==> src/hw/i2ccs_pkg.sv <==
package i2ccs_pkg;

  // ----------------------------------------------------------------
  // register map
  // ----------------------------------------------------------------
  localparam logic [3:0]  ADDR_CONTROL  = 4'h0;
  localparam logic [3:0]  ADDR_STATUS   = 4'h1;
  localparam logic [3:0]  ADDR_RECEIVE  = 4'h2;
  localparam logic [3:0]  ADDR_TRANSMIT = 4'h3;
  localparam logic [3:0]  ADDR_OWN_ADDR = 4'h4;
  localparam logic [3:0]  ADDR_IRQ_STAT = 4'h5;
  localparam logic [3:0]  ADDR_IRQ_MASK = 4'h6;

  // ----------------------------------------------------------------
  // control bit positions
  // ----------------------------------------------------------------
  localparam int BIT_ENABLE    = 15;
  localparam int BIT_IDLE_HALT = 13;
  localparam int BIT_RELEASE   = 12;
  localparam int BIT_ACK_ALL   = 11;
  localparam int BIT_WIDE_ADDR = 10;
  localparam int BIT_GC_EN     = 7;
  localparam int BIT_STRETCH   = 6;
  localparam int BIT_ACK_VALUE = 5;
  localparam int BIT_ACK_SEQ   = 4;
  localparam int BIT_RCV_EN    = 3;
  localparam int BIT_STOP_EN   = 2;
  localparam int BIT_RESTART   = 1;
  localparam int BIT_START_EN  = 0;

  // status bit positions
  localparam int BIT_START_SEEN = 3;
  localparam int BIT_DIRECTION  = 2;
  localparam int BIT_RX_FULL    = 1;
  localparam int BIT_TX_FULL    = 0;

  // interrupt bit positions
  localparam int IRQ_GENCALL = 0;
  localparam int IRQ_RX_BYTE = 1;
  localparam int IRQ_TX_DONE = 2;
  localparam int IRQ_STOP    = 3;

  // ----------------------------------------------------------------
  // reset values and fixed bus constants
  // ----------------------------------------------------------------
  localparam logic [15:0] RESET_CONTROL  = 16'h1000;
  localparam logic [15:0] RESET_STATUS   = 16'h0000;
  localparam logic [9:0]  RESET_OWN_ADDR = 10'h000;
  localparam logic [7:0]  GENCALL_ADDR   = 8'h00;
  localparam logic [3:0]  BIT_COUNT_LAST = 4'h8;

  typedef enum logic [2:0] {
    I2CCS_IDLE  = 3'b000,
    I2CCS_ADDR  = 3'b001,
    I2CCS_ADDR2 = 3'b011,
    I2CCS_ACK   = 3'b010,
    I2CCS_DATA  = 3'b110,
    I2CCS_DACK  = 3'b111,
    I2CCS_SKIP  = 3'b101
  } i2ccs_state_e;

  typedef struct packed {
    logic [3:0]  addr;
    logic [15:0] wdata;
    logic        wr;
    logic        rd;
  } i2ccs_bus_s;

  typedef struct packed {
    logic scl_o;
    logic scl_oe_n;
    logic sda_o;
    logic sda_oe_n;
  } i2ccs_pins_s;

endpackage

==> src/hw/i2ccs_top.sv <==
// Design decisions made here: the address map and the plain strobed port.
`timescale 1ns/100ps
// Notes on behaviour
// - the enable bit hands both serial pins to the block; clear, port owns them
// - as slave, release bit 1 frees the clock line; 0 holds it low in a transfer while stretching or transmitting
// - without stretching software only sets release; hardware clears it at transmit start
// - with stretching, hardware also clears release at the end of each received byte
// - the acknowledge-all bit makes the slave acknowledge every address
// - the wide-address bit selects a 10-bit own address, else 7-bit
// - with general call enabled, the general call address raises an interrupt
// - the stretch enable bit permits forced or receive-triggered stretching
// - start-seen is set by start or repeated start and cleared by stop
// - after an address byte the direction bit shows read as 1, write as 0
// - receive-full sets on a received byte and clears on a read of it
// - transmit-full sets on a transmit write and clears when the byte has gone
module i2ccs_top
(
  input  wire logic                  clk,
  input  wire logic                  rst_n,
  input  wire i2ccs_pkg::i2ccs_bus_s bus,
  input  wire logic                  device_idle,
  input  wire logic                  scl_i,
  input  wire logic                  sda_i,
  output logic [15:0]                rdata,
  output i2ccs_pkg::i2ccs_pins_s     pins,
  output logic                       port_owns_pins,
  output logic                       irq
);
  import i2ccs_pkg::*;

  // ----------------------------------------------------------------
  // state
  // ----------------------------------------------------------------
  typedef struct packed {
    logic [1:0]   scl_sync;
    logic [1:0]   sda_sync;
    logic         scl_q;
    logic         sda_q;
    logic [15:0]  control;
    logic [15:0]  status;
    logic [7:0]   rx_hold;
    logic [7:0]   tx_hold;
    logic [9:0]   own_addr;
    logic [3:0]   irq_stat;
    logic [3:0]   irq_mask;
    i2ccs_state_e state;
    logic [7:0]   shift;
    logic [3:0]   bits;
    logic         gencall;
    logic         wide_pend;
    logic         rx_pending;
    logic [15:0]  rdata;
    i2ccs_pins_s  pins;
    logic         port_owns;
    logic         irq;
  } i2ccs_reg_s;

  i2ccs_reg_s r;
  i2ccs_reg_s next_r;

  function automatic logic addr_match(input logic [7:0] b,
                                      input logic [9:0] own,
                                      input logic       wide);
    addr_match = wide ? (b[7:3] == 5'b11110 && b[2:1] == own[9:8])
                      : (b[7:1] == own[6:0]);
  endfunction

  logic scl_rise;
  logic scl_fall;
  logic start_cond;
  logic stop_cond;
  logic running;

  assign scl_rise   = r.scl_sync[1] & ~r.scl_q;
  assign scl_fall   = ~r.scl_sync[1] & r.scl_q;
  assign start_cond = r.scl_sync[1] & r.scl_q & r.sda_q & ~r.sda_sync[1];
  assign stop_cond  = r.scl_sync[1] & r.scl_q & ~r.sda_q & r.sda_sync[1];

  always_comb
  begin
    logic       drive_sda;
    logic       hold_scl;
    logic [7:0] byte_in;
    logic       match;
    logic       rd_rx;
    drive_sda = 1'b0;
    hold_scl  = 1'b0;
    byte_in   = {r.shift[6:0], r.sda_q};
    match     = 1'b0;
    rd_rx     = bus.rd && bus.addr == ADDR_RECEIVE;
    next_r    = r;
    next_r.scl_sync = {r.scl_sync[0], scl_i};
    next_r.sda_sync = {r.sda_sync[0], sda_i};
    next_r.scl_q    = r.scl_sync[1];
    next_r.sda_q    = r.sda_sync[1];
    // idle halt freezes the bus engine
    // idle halt gate
    running = r.control[BIT_ENABLE] &&
              !(r.control[BIT_IDLE_HALT] && device_idle);

    // ----------------------------------------------------------------
    // register writes and reads
    // ----------------------------------------------------------------
    if (bus.wr)
    begin
      case (bus.addr)
        ADDR_CONTROL:
        begin
          next_r.control = bus.wdata & 16'hbcff;
          if (!r.control[BIT_STRETCH] && !bus.wdata[BIT_RELEASE])
            next_r.control[BIT_RELEASE] = r.control[BIT_RELEASE];
        end
        ADDR_TRANSMIT:
        begin
          next_r.tx_hold = bus.wdata[7:0];
          next_r.status[BIT_TX_FULL] = 1'b1;
        end
        ADDR_OWN_ADDR: next_r.own_addr = bus.wdata[9:0];
        ADDR_IRQ_MASK: next_r.irq_mask = bus.wdata[3:0];
        default: ;
      endcase
    end
    next_r.rdata = 16'h0000;
    if (bus.rd)
    begin
      case (bus.addr)
        ADDR_CONTROL:  next_r.rdata = r.control;
        ADDR_STATUS:   next_r.rdata = r.status;
        ADDR_RECEIVE:  next_r.rdata = {8'h00, r.rx_hold};
        ADDR_TRANSMIT: next_r.rdata = {8'h00, r.tx_hold};
        ADDR_OWN_ADDR: next_r.rdata = {6'h00, r.own_addr};
        ADDR_IRQ_STAT: next_r.rdata = {12'h000, r.irq_stat};
        ADDR_IRQ_MASK: next_r.rdata = {12'h000, r.irq_mask};
        default:       next_r.rdata = 16'h0000;
      endcase
    end
    if (rd_rx)
      next_r.status[BIT_RX_FULL] = 1'b0;
    // read of the sticky status clears it; events below win
    if (bus.rd && bus.addr == ADDR_IRQ_STAT)
      next_r.irq_stat = 4'h0;

    // ----------------------------------------------------------------
    // bus engine
    // ----------------------------------------------------------------
    if (!r.control[BIT_ENABLE])
      next_r.state = I2CCS_IDLE;
    else if (running)
    begin
      // master sequences are not modelled; the request retires at once
      // sequence self clear
      next_r.control[4:0] = 5'h00;
      if (start_cond)
      begin
        next_r.status[BIT_START_SEEN] = 1'b1;
        next_r.state = I2CCS_ADDR;
        next_r.bits  = 4'h0;
        next_r.wide_pend = 1'b0;
      end
      else if (stop_cond)
      begin
        next_r.status[BIT_START_SEEN] = 1'b0;
        next_r.irq_stat[IRQ_STOP] = 1'b1;
        next_r.state = I2CCS_IDLE;
      end
      else if (scl_rise && r.state inside {I2CCS_ADDR, I2CCS_ADDR2,
                                           I2CCS_DATA})
      begin
        // an outgoing bit must stand while the clock is high
        if (!(r.state == I2CCS_DATA && r.status[BIT_DIRECTION]))
          next_r.shift = byte_in;
        next_r.bits  = r.bits + 4'h1;
      end
      else if (scl_fall)
      begin
        case (r.state)
          I2CCS_ADDR, I2CCS_ADDR2:
            if (r.bits == BIT_COUNT_LAST)
            begin
              next_r.bits = 4'h0;
              next_r.gencall = r.state == I2CCS_ADDR &&
                               r.control[BIT_GC_EN] &&
                               r.shift == GENCALL_ADDR;
              match = addr_match(r.shift, r.own_addr,
                                 r.control[BIT_WIDE_ADDR]);
              if (r.state == I2CCS_ADDR2)
                match = r.shift == r.own_addr[7:0];
              if (r.control[BIT_ACK_ALL])
                match = 1'b1;
              if (r.state == I2CCS_ADDR && r.control[BIT_WIDE_ADDR] &&
                  match && !r.shift[0] && !r.control[BIT_ACK_ALL])
              begin
                // the first byte of a wide address is acknowledged too
                next_r.state     = I2CCS_ACK;
                next_r.wide_pend = 1'b1;
              end
              else if (match || next_r.gencall)
              begin
                next_r.state = I2CCS_ACK;
                if (next_r.gencall)
                  next_r.irq_stat[IRQ_GENCALL] = 1'b1;
                // direction; the low address byte carries none
                next_r.status[BIT_DIRECTION] = r.state == I2CCS_ADDR &&
                                               r.shift[0];
              end
              else
                next_r.state = I2CCS_SKIP;
            end
          I2CCS_ACK:
          begin
            next_r.state = I2CCS_DATA;
            if (r.wide_pend)
            begin
              next_r.state     = I2CCS_ADDR2;
              next_r.wide_pend = 1'b0;
            end
            else if (r.status[BIT_DIRECTION])
            begin
              next_r.shift = r.tx_hold;
              next_r.control[BIT_RELEASE] = 1'b0;
            end
          end
          I2CCS_DATA:
            if (r.bits == BIT_COUNT_LAST)
            begin
              next_r.bits  = 4'h0;
              next_r.state = I2CCS_DACK;
              if (r.status[BIT_DIRECTION])
              begin
                // clear on completion; a new write wins
                if (!(bus.wr && bus.addr == ADDR_TRANSMIT))
                  next_r.status[BIT_TX_FULL] = 1'b0;
                next_r.irq_stat[IRQ_TX_DONE] = 1'b1;
              end
              else
              begin
                next_r.rx_hold = r.shift;
                next_r.status[BIT_RX_FULL] = 1'b1;
                next_r.irq_stat[IRQ_RX_BYTE] = 1'b1;
              end
            end
            else if (r.status[BIT_DIRECTION])
              next_r.shift = {r.shift[6:0], 1'b0};
          I2CCS_DACK:
            if (r.status[BIT_DIRECTION] && r.sda_q)
              next_r.state = I2CCS_SKIP;
            else
            begin
              // the next byte follows straight after the acknowledge
              next_r.state = I2CCS_DATA;
              if (r.status[BIT_DIRECTION])
              begin
                next_r.shift = r.tx_hold;
                next_r.control[BIT_RELEASE] = 1'b0;
              end
              else if (r.control[BIT_STRETCH])
                next_r.control[BIT_RELEASE] = 1'b0;
            end
          default: ;
        endcase
      end
    end

    // ----------------------------------------------------------------
    // pins and interrupt
    // ----------------------------------------------------------------
    case (r.state)
      I2CCS_ACK:  drive_sda = 1'b1;
      I2CCS_DACK: drive_sda = !r.status[BIT_DIRECTION] &&
                              !r.control[BIT_ACK_VALUE];
      I2CCS_DATA: drive_sda = r.status[BIT_DIRECTION] && !r.shift[7];
      default:    drive_sda = 1'b0;
    endcase
    hold_scl = r.state != I2CCS_IDLE && r.state != I2CCS_SKIP &&
               !r.control[BIT_RELEASE] &&
               (r.control[BIT_STRETCH] || r.status[BIT_DIRECTION]);
    next_r.port_owns      = !r.control[BIT_ENABLE];
    next_r.pins.sda_o     = 1'b0;
    next_r.pins.scl_o     = 1'b0;
    next_r.pins.sda_oe_n  = !(r.control[BIT_ENABLE] && drive_sda);
    next_r.pins.scl_oe_n  = !(r.control[BIT_ENABLE] && hold_scl);
    next_r.irq            = |(next_r.irq_stat & r.irq_mask);
  end

  always_ff @(posedge clk or negedge rst_n)
  begin
    if (!rst_n)
    begin
      r           <= '0;
      r.scl_sync  <= 2'b11;
      r.sda_sync  <= 2'b11;
      r.scl_q     <= 1'b1;
      r.sda_q     <= 1'b1;
      r.control   <= RESET_CONTROL;
      r.status    <= RESET_STATUS;
      r.own_addr  <= RESET_OWN_ADDR;
      r.state     <= I2CCS_IDLE;
      r.pins      <= 4'b0101;
      r.port_owns <= 1'b1;
    end
    else
      r <= next_r;
  end

  assign rdata          = r.rdata;
  assign pins           = r.pins;
  assign port_owns_pins = r.port_owns;
  assign irq            = r.irq;
endmodule

==> config.mk <==
export PLATFORM = sky130hd
export DESIGN_NAME = i2ccs_top
export DESIGN_NICKNAME = d
export VERILOG_FILES = /design/src/hw/i2ccs_pkg.sv /design/src/hw/i2ccs_top.sv
export SDC_FILE = /design/constraint.sdc
export NUM_CORES = 1
export LEC_CHECK = 0
export BUFFER_PORTS_ARGS = -buffer_cell sky130_fd_sc_hd__buf_2
export CORE_MARGIN = 4
export CORE_UTILIZATION = 45
export CTS_CLUSTER_SIZE = 28
export DETAILED_ROUTE_END_ITERATION = 10
export GPL_TIMING_DRIVEN = 0
export PLACE_DENSITY = 0.73
export SYNTH_ARGS = -nofsm -noshare
export SYNTH_HDL_FRONTEND = slang
export SYNTH_SLANG_ARGS = --single-unit
==> constraint.sdc <==
create_clock -name clk -period 2.3 [get_ports clk]
set_clock_uncertainty 0.2 [all_clocks]
set_input_delay 0.115 -clock clk [delete_from_list [all_inputs] [get_ports clk]]
set_output_delay 0.115 -clock clk [all_outputs]
set_load 0.05 [all_outputs]
==> results.toml, run 1 <==
[status]
outcome = "finished clean"

[global_routing]
grt_start_max_net_pins = 59
grt_remaining_overflow = 0
wire_length_of_the_first_global_routing_pass_mm = 19.8
total_global_routing_track_utilization_pct = 19.6
first_global_vias = 3941
number_of_antenna_violations_at_the_first_check_in_global_routing = 0

[power_and_ir_drop]
worst_ir_drop_vdd_mv = 0.459
share_comb_of_total_power_pct = 22.6
leakage_power_nw = 2.72
internal_power_mw = 2.61
power_switching_mw = 1.26
sequentialPowerShare_pct = 52.8
netSwitchingFraction_pct = 32.5
p_per_area_mw_per_mm2 = 675
clkPwrFrac_pct = 24.7

[yosys]
synth_area_per_inst_um2 = 10.5
synth-edff-count = 0
mappedNetlistArea_mm2 = 0.00485
yosysTopAreaCell = "dfrtp_1"
postSynthRegisterBits = 92
synth.yosys.seq_area_share_pct = 47.8
yosys_warnings = 0
yosys-top-cells-area = "dfrtp_1, mux2_2, dfstp_2"
ys_types = 62
synth_top_area_share_pct = 42.3
ys_dominant_reg_cell = "dfrtp_1"
synth-async-reset-ratio_pct = 100
netlist_instances = 460

[worst_setup_path]
end_kind = "register"
worst-endpoint-required_ps = 2350
critPathBufInv = 1
r2r_setup_slack_ps = 70
cp-endpoint = "irq$_DFF_PN0_"
slowest_delay_ps = 620
worst_r2r_endpoint = "irq$_DFF_PN0_"
cp-start-kind = "register"
logic_depth_of_the_worst_register_to_register_path = 7
path_cells = "and2b_1 -> nand2_2 -> nor4_4 -> buf_4 -> a21o_1 -> a22o_1 -> a211o_1"
critical-path-slowest-cell = "dfstp_2"
setup.worst_path.class = "reg2reg"
cp_num_cells = 7
worst-path-max-fanout = 9
critical_path.startpoint = "next_r[107]$_DFF_PN1_"
worst_path_dominant_cell_family = "flip-flops"
timing.critical_path.arrival_ps = 2280
reg2reg_from = "next_r[107]$_DFF_PN1_"

[sta]
min_period_over_period_pct = 96.8
fin_hold_ws_ps = 24.5
final.setup.tns_ps = 0
setup_viol_count_final = 0
slew_headroom_pct = 58.9
timing.final.crit_period_ps = 2230
tightest_slew_ps = 616
max_clock_freq_ghz = 0.449
final_number_of_max_transition_violations = 0
hold_viol = 0

[placed_design]
buffers_on_ports = 44
gp_routability_congestion = 0.934
place.detailed.hpwl_mm = 8.57

[worst_hold_path]
worstHoldPathType = "in2reg"

[die]
die_y_um = 112
die-width_um = 112
die_area_mm2 = 0.0125
initial_core_util_pct = 46.5
placementRows = 37
design.core.area_mm2 = 0.0104
top_level_ports = 49

[clock_network]
clock-root-buffer = "clkbuf_8"
cts.sink_count = 92
clockBufferDepth = 2
cts_tree = "built"
clkLatencyLatePin_ps = 370
clkTransAtPathRegs_ps = 90
cts_inserted_buffers = 9
htreeDepth = 3

[detailed_routing]
wire_length_per_cell_um = 17.6
drtPass1Iterations = 5
avgViaCountPerCell = 5.61
drc_errors = 0
vias = 3829
drt-total-wl_mm = 12.0
drt.antenna.violating_nets = 0
first_iter_violations = 332

[layout]
number_of_fill_cells_in_the_layout = 919
post_route_cells_drive_above_1_share_pct = 30.6
area_growth_pct = 18.2
final_nets = 570
antenna_cells = 0

[run]
max_cap_viol_count = 0
## layout by cell type, fill, tap and decap left out, types with 12 or more instances in the layout
cell type and count:
nand2_1 51, mux2_2 41, o21ai_0 17, buf_2 53, nor2_1 30, dlygate4sd3_1 22
xor2_1 19, a21oi_1 16, nand3_1 12, mux2i_1 13, dfrtp_1 82, buf_4 26
## power groups by stage
stage          Clock [mW]  Sequential [mW]  Combinational [mW]
6_report            0.954             2.04               0.873
5_1_grt              1.06             2.06               0.957
4_1_cts             0.981             2.03               0.840
3_5_place_dp            0             2.06               0.808
3_3_place_gp            0             2.05               0.774
2_1_floorplan           0             2.01               0.560
## routing by layer
metal  share of wire [%]  up-vias  global-route usage (%)  wire length (um)
li1                    -     1784                       -                 -
met1                  44     1877                    26.9              5300
met2                  47      149                    31.3              5670
met3                 7.1       19                    3.91               851
met4                 1.4        0                    6.33               167
met5                   0        -                       0                 0
## kinds of logic (layout without fill, tap and decap cells)
| kind of cell | count (synthesis) | after routing | share of synthesized area [%] |
|---|---|---|---|
| simple gates | 149 | 149 | 15.7 |
| flops | 92 | 92 | 47.8 |
| compound gates | 88 | 88 | 13.2 |
| mux | 55 | 55 | 12.7 |
| buf+inv | 53 | 137 | 6.45 |
| xor+xnor | 20 | 20 | 3.61 |
| fa+ha+maj | 2 | 2 | 0.516 |
| other cells | 1 | 3 | 0.0774 |
## cells in the mapped netlist, drive strengths merged (2+ instances only)
cell type and n:
a32o 2, o211ai 2, nand3b 4, a21o 3, dfstp 10, inv 9, nor4 7, nand4b 3
clkbuf 8, a21oi 17, o221ai 2, and3 9, mux2i 13, nand3 12, nor2b 8, buf 36
a22o 6, nand4 2, a31oi 5, o2111ai 2, nor3b 2, a21boi 2, nand2 55, a211o 6
nor4b 2, xor2 19, o21ai 17, nor3 2, nor2 31, a211oi 9, nand2b 5, and2 5
a222oi 5, ha 2, dfrtp 82, o31ai 3, mux2 41
## final cells by class
type,count,area [um^2],area share (%)
plain buffers,43,277,4.82
flip-flops and latches,92,2310,40.4
repair buffers,69,485,8.47
well taps,136,170,2.97
clock inverters,3,15.0,0.262
clock buffers,13,149,2.60
multi-input cells,317,2290,39.9
inverters,9,33.8,0.589
## stage by stage
stage	instance area, um^2	total power [mW]	setup slack [ps]	instances	util [%]
detailed placement	5280	2.87	-34.5	643	50.6
global placement	5250	2.82	5.06	642	50.4
floorplan	4850	2.57	280	462	-
global route	5730	4.08	-1.85	682	55.0
CTS	5670	3.85	9.50	683	54.5
finish	5730	3.87	72.9	682	55.0
## sequential cells by signal (all words and copies together) (netlist names)
signal,cells
rdata,15
r,69
irq,1
next_r,4
pins,2
port_owns_pins,1
## how the worst min path moves through the flow
stage                        from               endpoint  slack (ps)  cells after the start
after detailed placement    rst_n      r[97]$_DFFE_PN0P_        -100                      1
after global placement      sda_i  next_r[109]$_DFF_PN1_          20                      1
after floorplan             rst_n          irq$_DFF_PN0_        -380                      0
after global routing       bus[1]        r[74]$_DFF_PN0_          40                      3
final                      bus[1]        r[74]$_DFF_PN0_          20                      3
after CTS                 bus[21]     rdata[0]$_DFF_PN0_           7                      4
## tightest hold or removal path, stage by stage
cell and delay (ps):
buf_2 130, nand2_2 190, nand2_1 120
## what timing repair did
| action | in CTS | in global routing |
|---|---|---|
| pin swaps | 1 | 0 |
| hold buffers | 22 | 0 |
| setup buffers | 2 | 0 |
| endpoints found under the hold margin | 134 | 0 |
| gates cloned | 0 | 0 |
| resized for setup | 0 | 13 |
| endpoints found under the setup margin | 8 | 45 |
Power figures use the tool's default switching activity.
==> run 2: changes to the inputs <==
Settings changed: PLACE_DENSITY 0.73 to 0.69, REMOVE_ABC_BUFFERS set to 1.
Clock period 2.3 ns to 2.4 ns, I/O delays scaled along.
==> results.toml, run 2 (synthesized netlist as in run 1, its figures left out) <==
[power_and_ir_drop]
p_per_area_mw_per_mm2 = 693
worst_ir_drop_vdd_mv = 0.424
internal_power_mw = 2.68
share_comb_of_total_power_pct = 19.6
leakage_power_nw = 2.58
power_switching_mw = 1.19
netSwitchingFraction_pct = 30.9
clkPwrFrac_pct = 29.1
sequentialPowerShare_pct = 51.2

[layout]
post_route_cells_drive_above_1_share_pct = 26.4
final_nets = 536
final_common_cell = "dfrtp_1"
antenna_cells = 0
largest_register_ff_count = 69
largest_register = "r"
non_filler_instance_count_after_layout = 648
area_growth_pct = 15.2
most-common-layout-cells = "dfrtp_1, nand2_1, buf_2, mux2_2, nor2_1"

[worst_hold_path]
worstHoldPathType = "in2reg"
timing.hold.worst_path_depth = 4

[worst_setup_path]
cp-start-kind = "register"
end_kind = "register"
setup.worst_path.class = "reg2reg"
worst-endpoint-required_ps = 2450
worst-path-max-fanout = 19
logic_depth_of_the_worst_register_to_register_path = 6
timing.critical_path.arrival_ps = 2380

[sta]
slew_headroom_pct = 48.5
final_number_of_max_transition_violations = 0
final.setup.tns_ps = 0
hold_viol = 0
fin_hold_ws_ps = 71.8
min_period_over_period_pct = 97.3
timing.final.crit_period_ps = 2340
max_clock_freq_ghz = 0.428
tightest_slew_ps = 772
finalWorstSetupSlack_ps = 64.1
setup_viol_count_final = 0
rsz_0062_raised_after_global_routing = "no"

[global_routing]
wire_length_of_the_first_global_routing_pass_mm = 19.3
first_global_vias = 3724
total_global_routing_track_utilization_pct = 19.1
number_of_antenna_violations_at_the_first_check_in_global_routing = 0
grt_start_max_net_pins = 53
grt_remaining_overflow = 0

[die]
design.core.area_mm2 = 0.0104
die-width_um = 112
placementRows = 37
die_area_mm2 = 0.0125
initial_core_util_pct = 46.5
top_level_ports = 49
die_y_um = 112

[clock_network]
clkTransAtPathRegs_ps = 80
cts_tree = "built"
cts.sink_count = 92
htreeDepth = 3
clockBufferDepth = 2
cts_inserted_buffers = 9
clock-root-buffer = "clkbuf_8"
clkLatencyLatePin_ps = 360

[placed_design]
gp_routability_congestion = 0.877
pre_cts_setup_slack_ps = -489
place.detailed.hpwl_mm = 8.00
buffers_on_ports = 44
place.detailed.instances = 600

[detailed_routing]
drt-total-wl_mm = 11.6
vias = 3722
wire_length_per_cell_um = 17.8
first_iter_violations = 295
drt.antenna.violating_nets = 0
drtPass1Iterations = 6
drc_errors = 0
avgViaCountPerCell = 5.74

[run]
max_cap_viol_count = 0

[status]
outcome = "finished clean"
-- run 2: changes by cell type in the layout (fill, tap and decap cells not counted), moves of 2 or more --
cell           change
buf_2             -10
buf_4             -20
buf_6              -2
bufinv_16          +2
clkbuf_1           -7
dfrtp_1            -4
dfrtp_2            +4
dlygate4sd3_1      +5
nand2_1            +3
nand2_2            -3
-- run 2: area by class of cell --
| cell class | instances | area, um^2 |
|---|---|---|
| timing repair buffer | 78 | 578 |
| inverter | 9 | 33.8 |
| clock inverter | 5 | 77.6 |
| fill | 932 | 4830 |
| multi-input combinational | 317 | 2270 |
| tap | 136 | 170 |
| clock buffer | 11 | 131 |
| sequential | 92 | 2320 |
-- run 2: worst max-delay path, stage by stage (launching register included) --
cell and delay (ps):
dfrtp_2 730, nand2_2 130, nor2_1 170, a211o_1 170, a311oi_2 60, o221ai_4 370, mux2_2 380
-- run 2: stage by stage --
step                utilization [%]  total power [mW]  instance area, um^2
floorplan                         -              2.43                 4580
global placement               47.7              2.66                 4970
detailed placement             48.1              2.70                 5010
CTS                            53.3              3.86                 5550
global route                   53.6              4.06                 5580
finish                         53.6              3.87                 5580
-- run 2: layer usage --
| layer | up-vias | routed length [um] | global-route usage [%] |
|---|---|---|---|
| met5 | - | 0 | 0 |
| met4 | 0 | 116 | 4.95 |
| met3 | 11 | 807 | 3.80 |
| met2 | 133 | 5430 | 29.7 |
| met1 | 1863 | 5200 | 27.4 |
| li1 | 1715 | - | - |
-- run 2: power groups by stage --
stage | Combinational, mW | Clock (mW) | Sequential [mW]
floorplan | 0.456 | 0 | 1.97
global placement | 0.673 | 0 | 1.99
detailed placement | 0.698 | 0 | 2.00
CTS | 0.741 | 1.15 | 1.98
global route | 0.841 | 1.21 | 2.01
finish | 0.760 | 1.13 | 1.98
-- run 2: path summary, 6_finish.rpt --
kind,slack (ps),startpoint,endpoint
setup reg to reg,60,r[76]$_DFFE_PN0P_,r[32]$_DFFE_PN0P_
hold / removal,70,bus[21],rdata[0]$_DFF_PN0_
hold reg to reg,160,next_r[109]$_DFF_PN1_,next_r[106]$_DFF_PN1_
min in group asynchronous,90,rst_n,irq$_DFF_PN0_
max in group asynchronous,1230,rst_n,pins[0]$_DFF_PN1_
setup / recovery,60,r[76]$_DFFE_PN0P_,r[32]$_DFFE_PN0P_
-- run 2: repair_timing --
item,4_1_cts,5_1_grt
buffers inserted,2,3
pin swaps,2,0
endpoints found under the hold margin,132,0
hold buffers,27,0
setup endpoints to repair,19,17
gates cloned,0,0
resized for setup,7,3
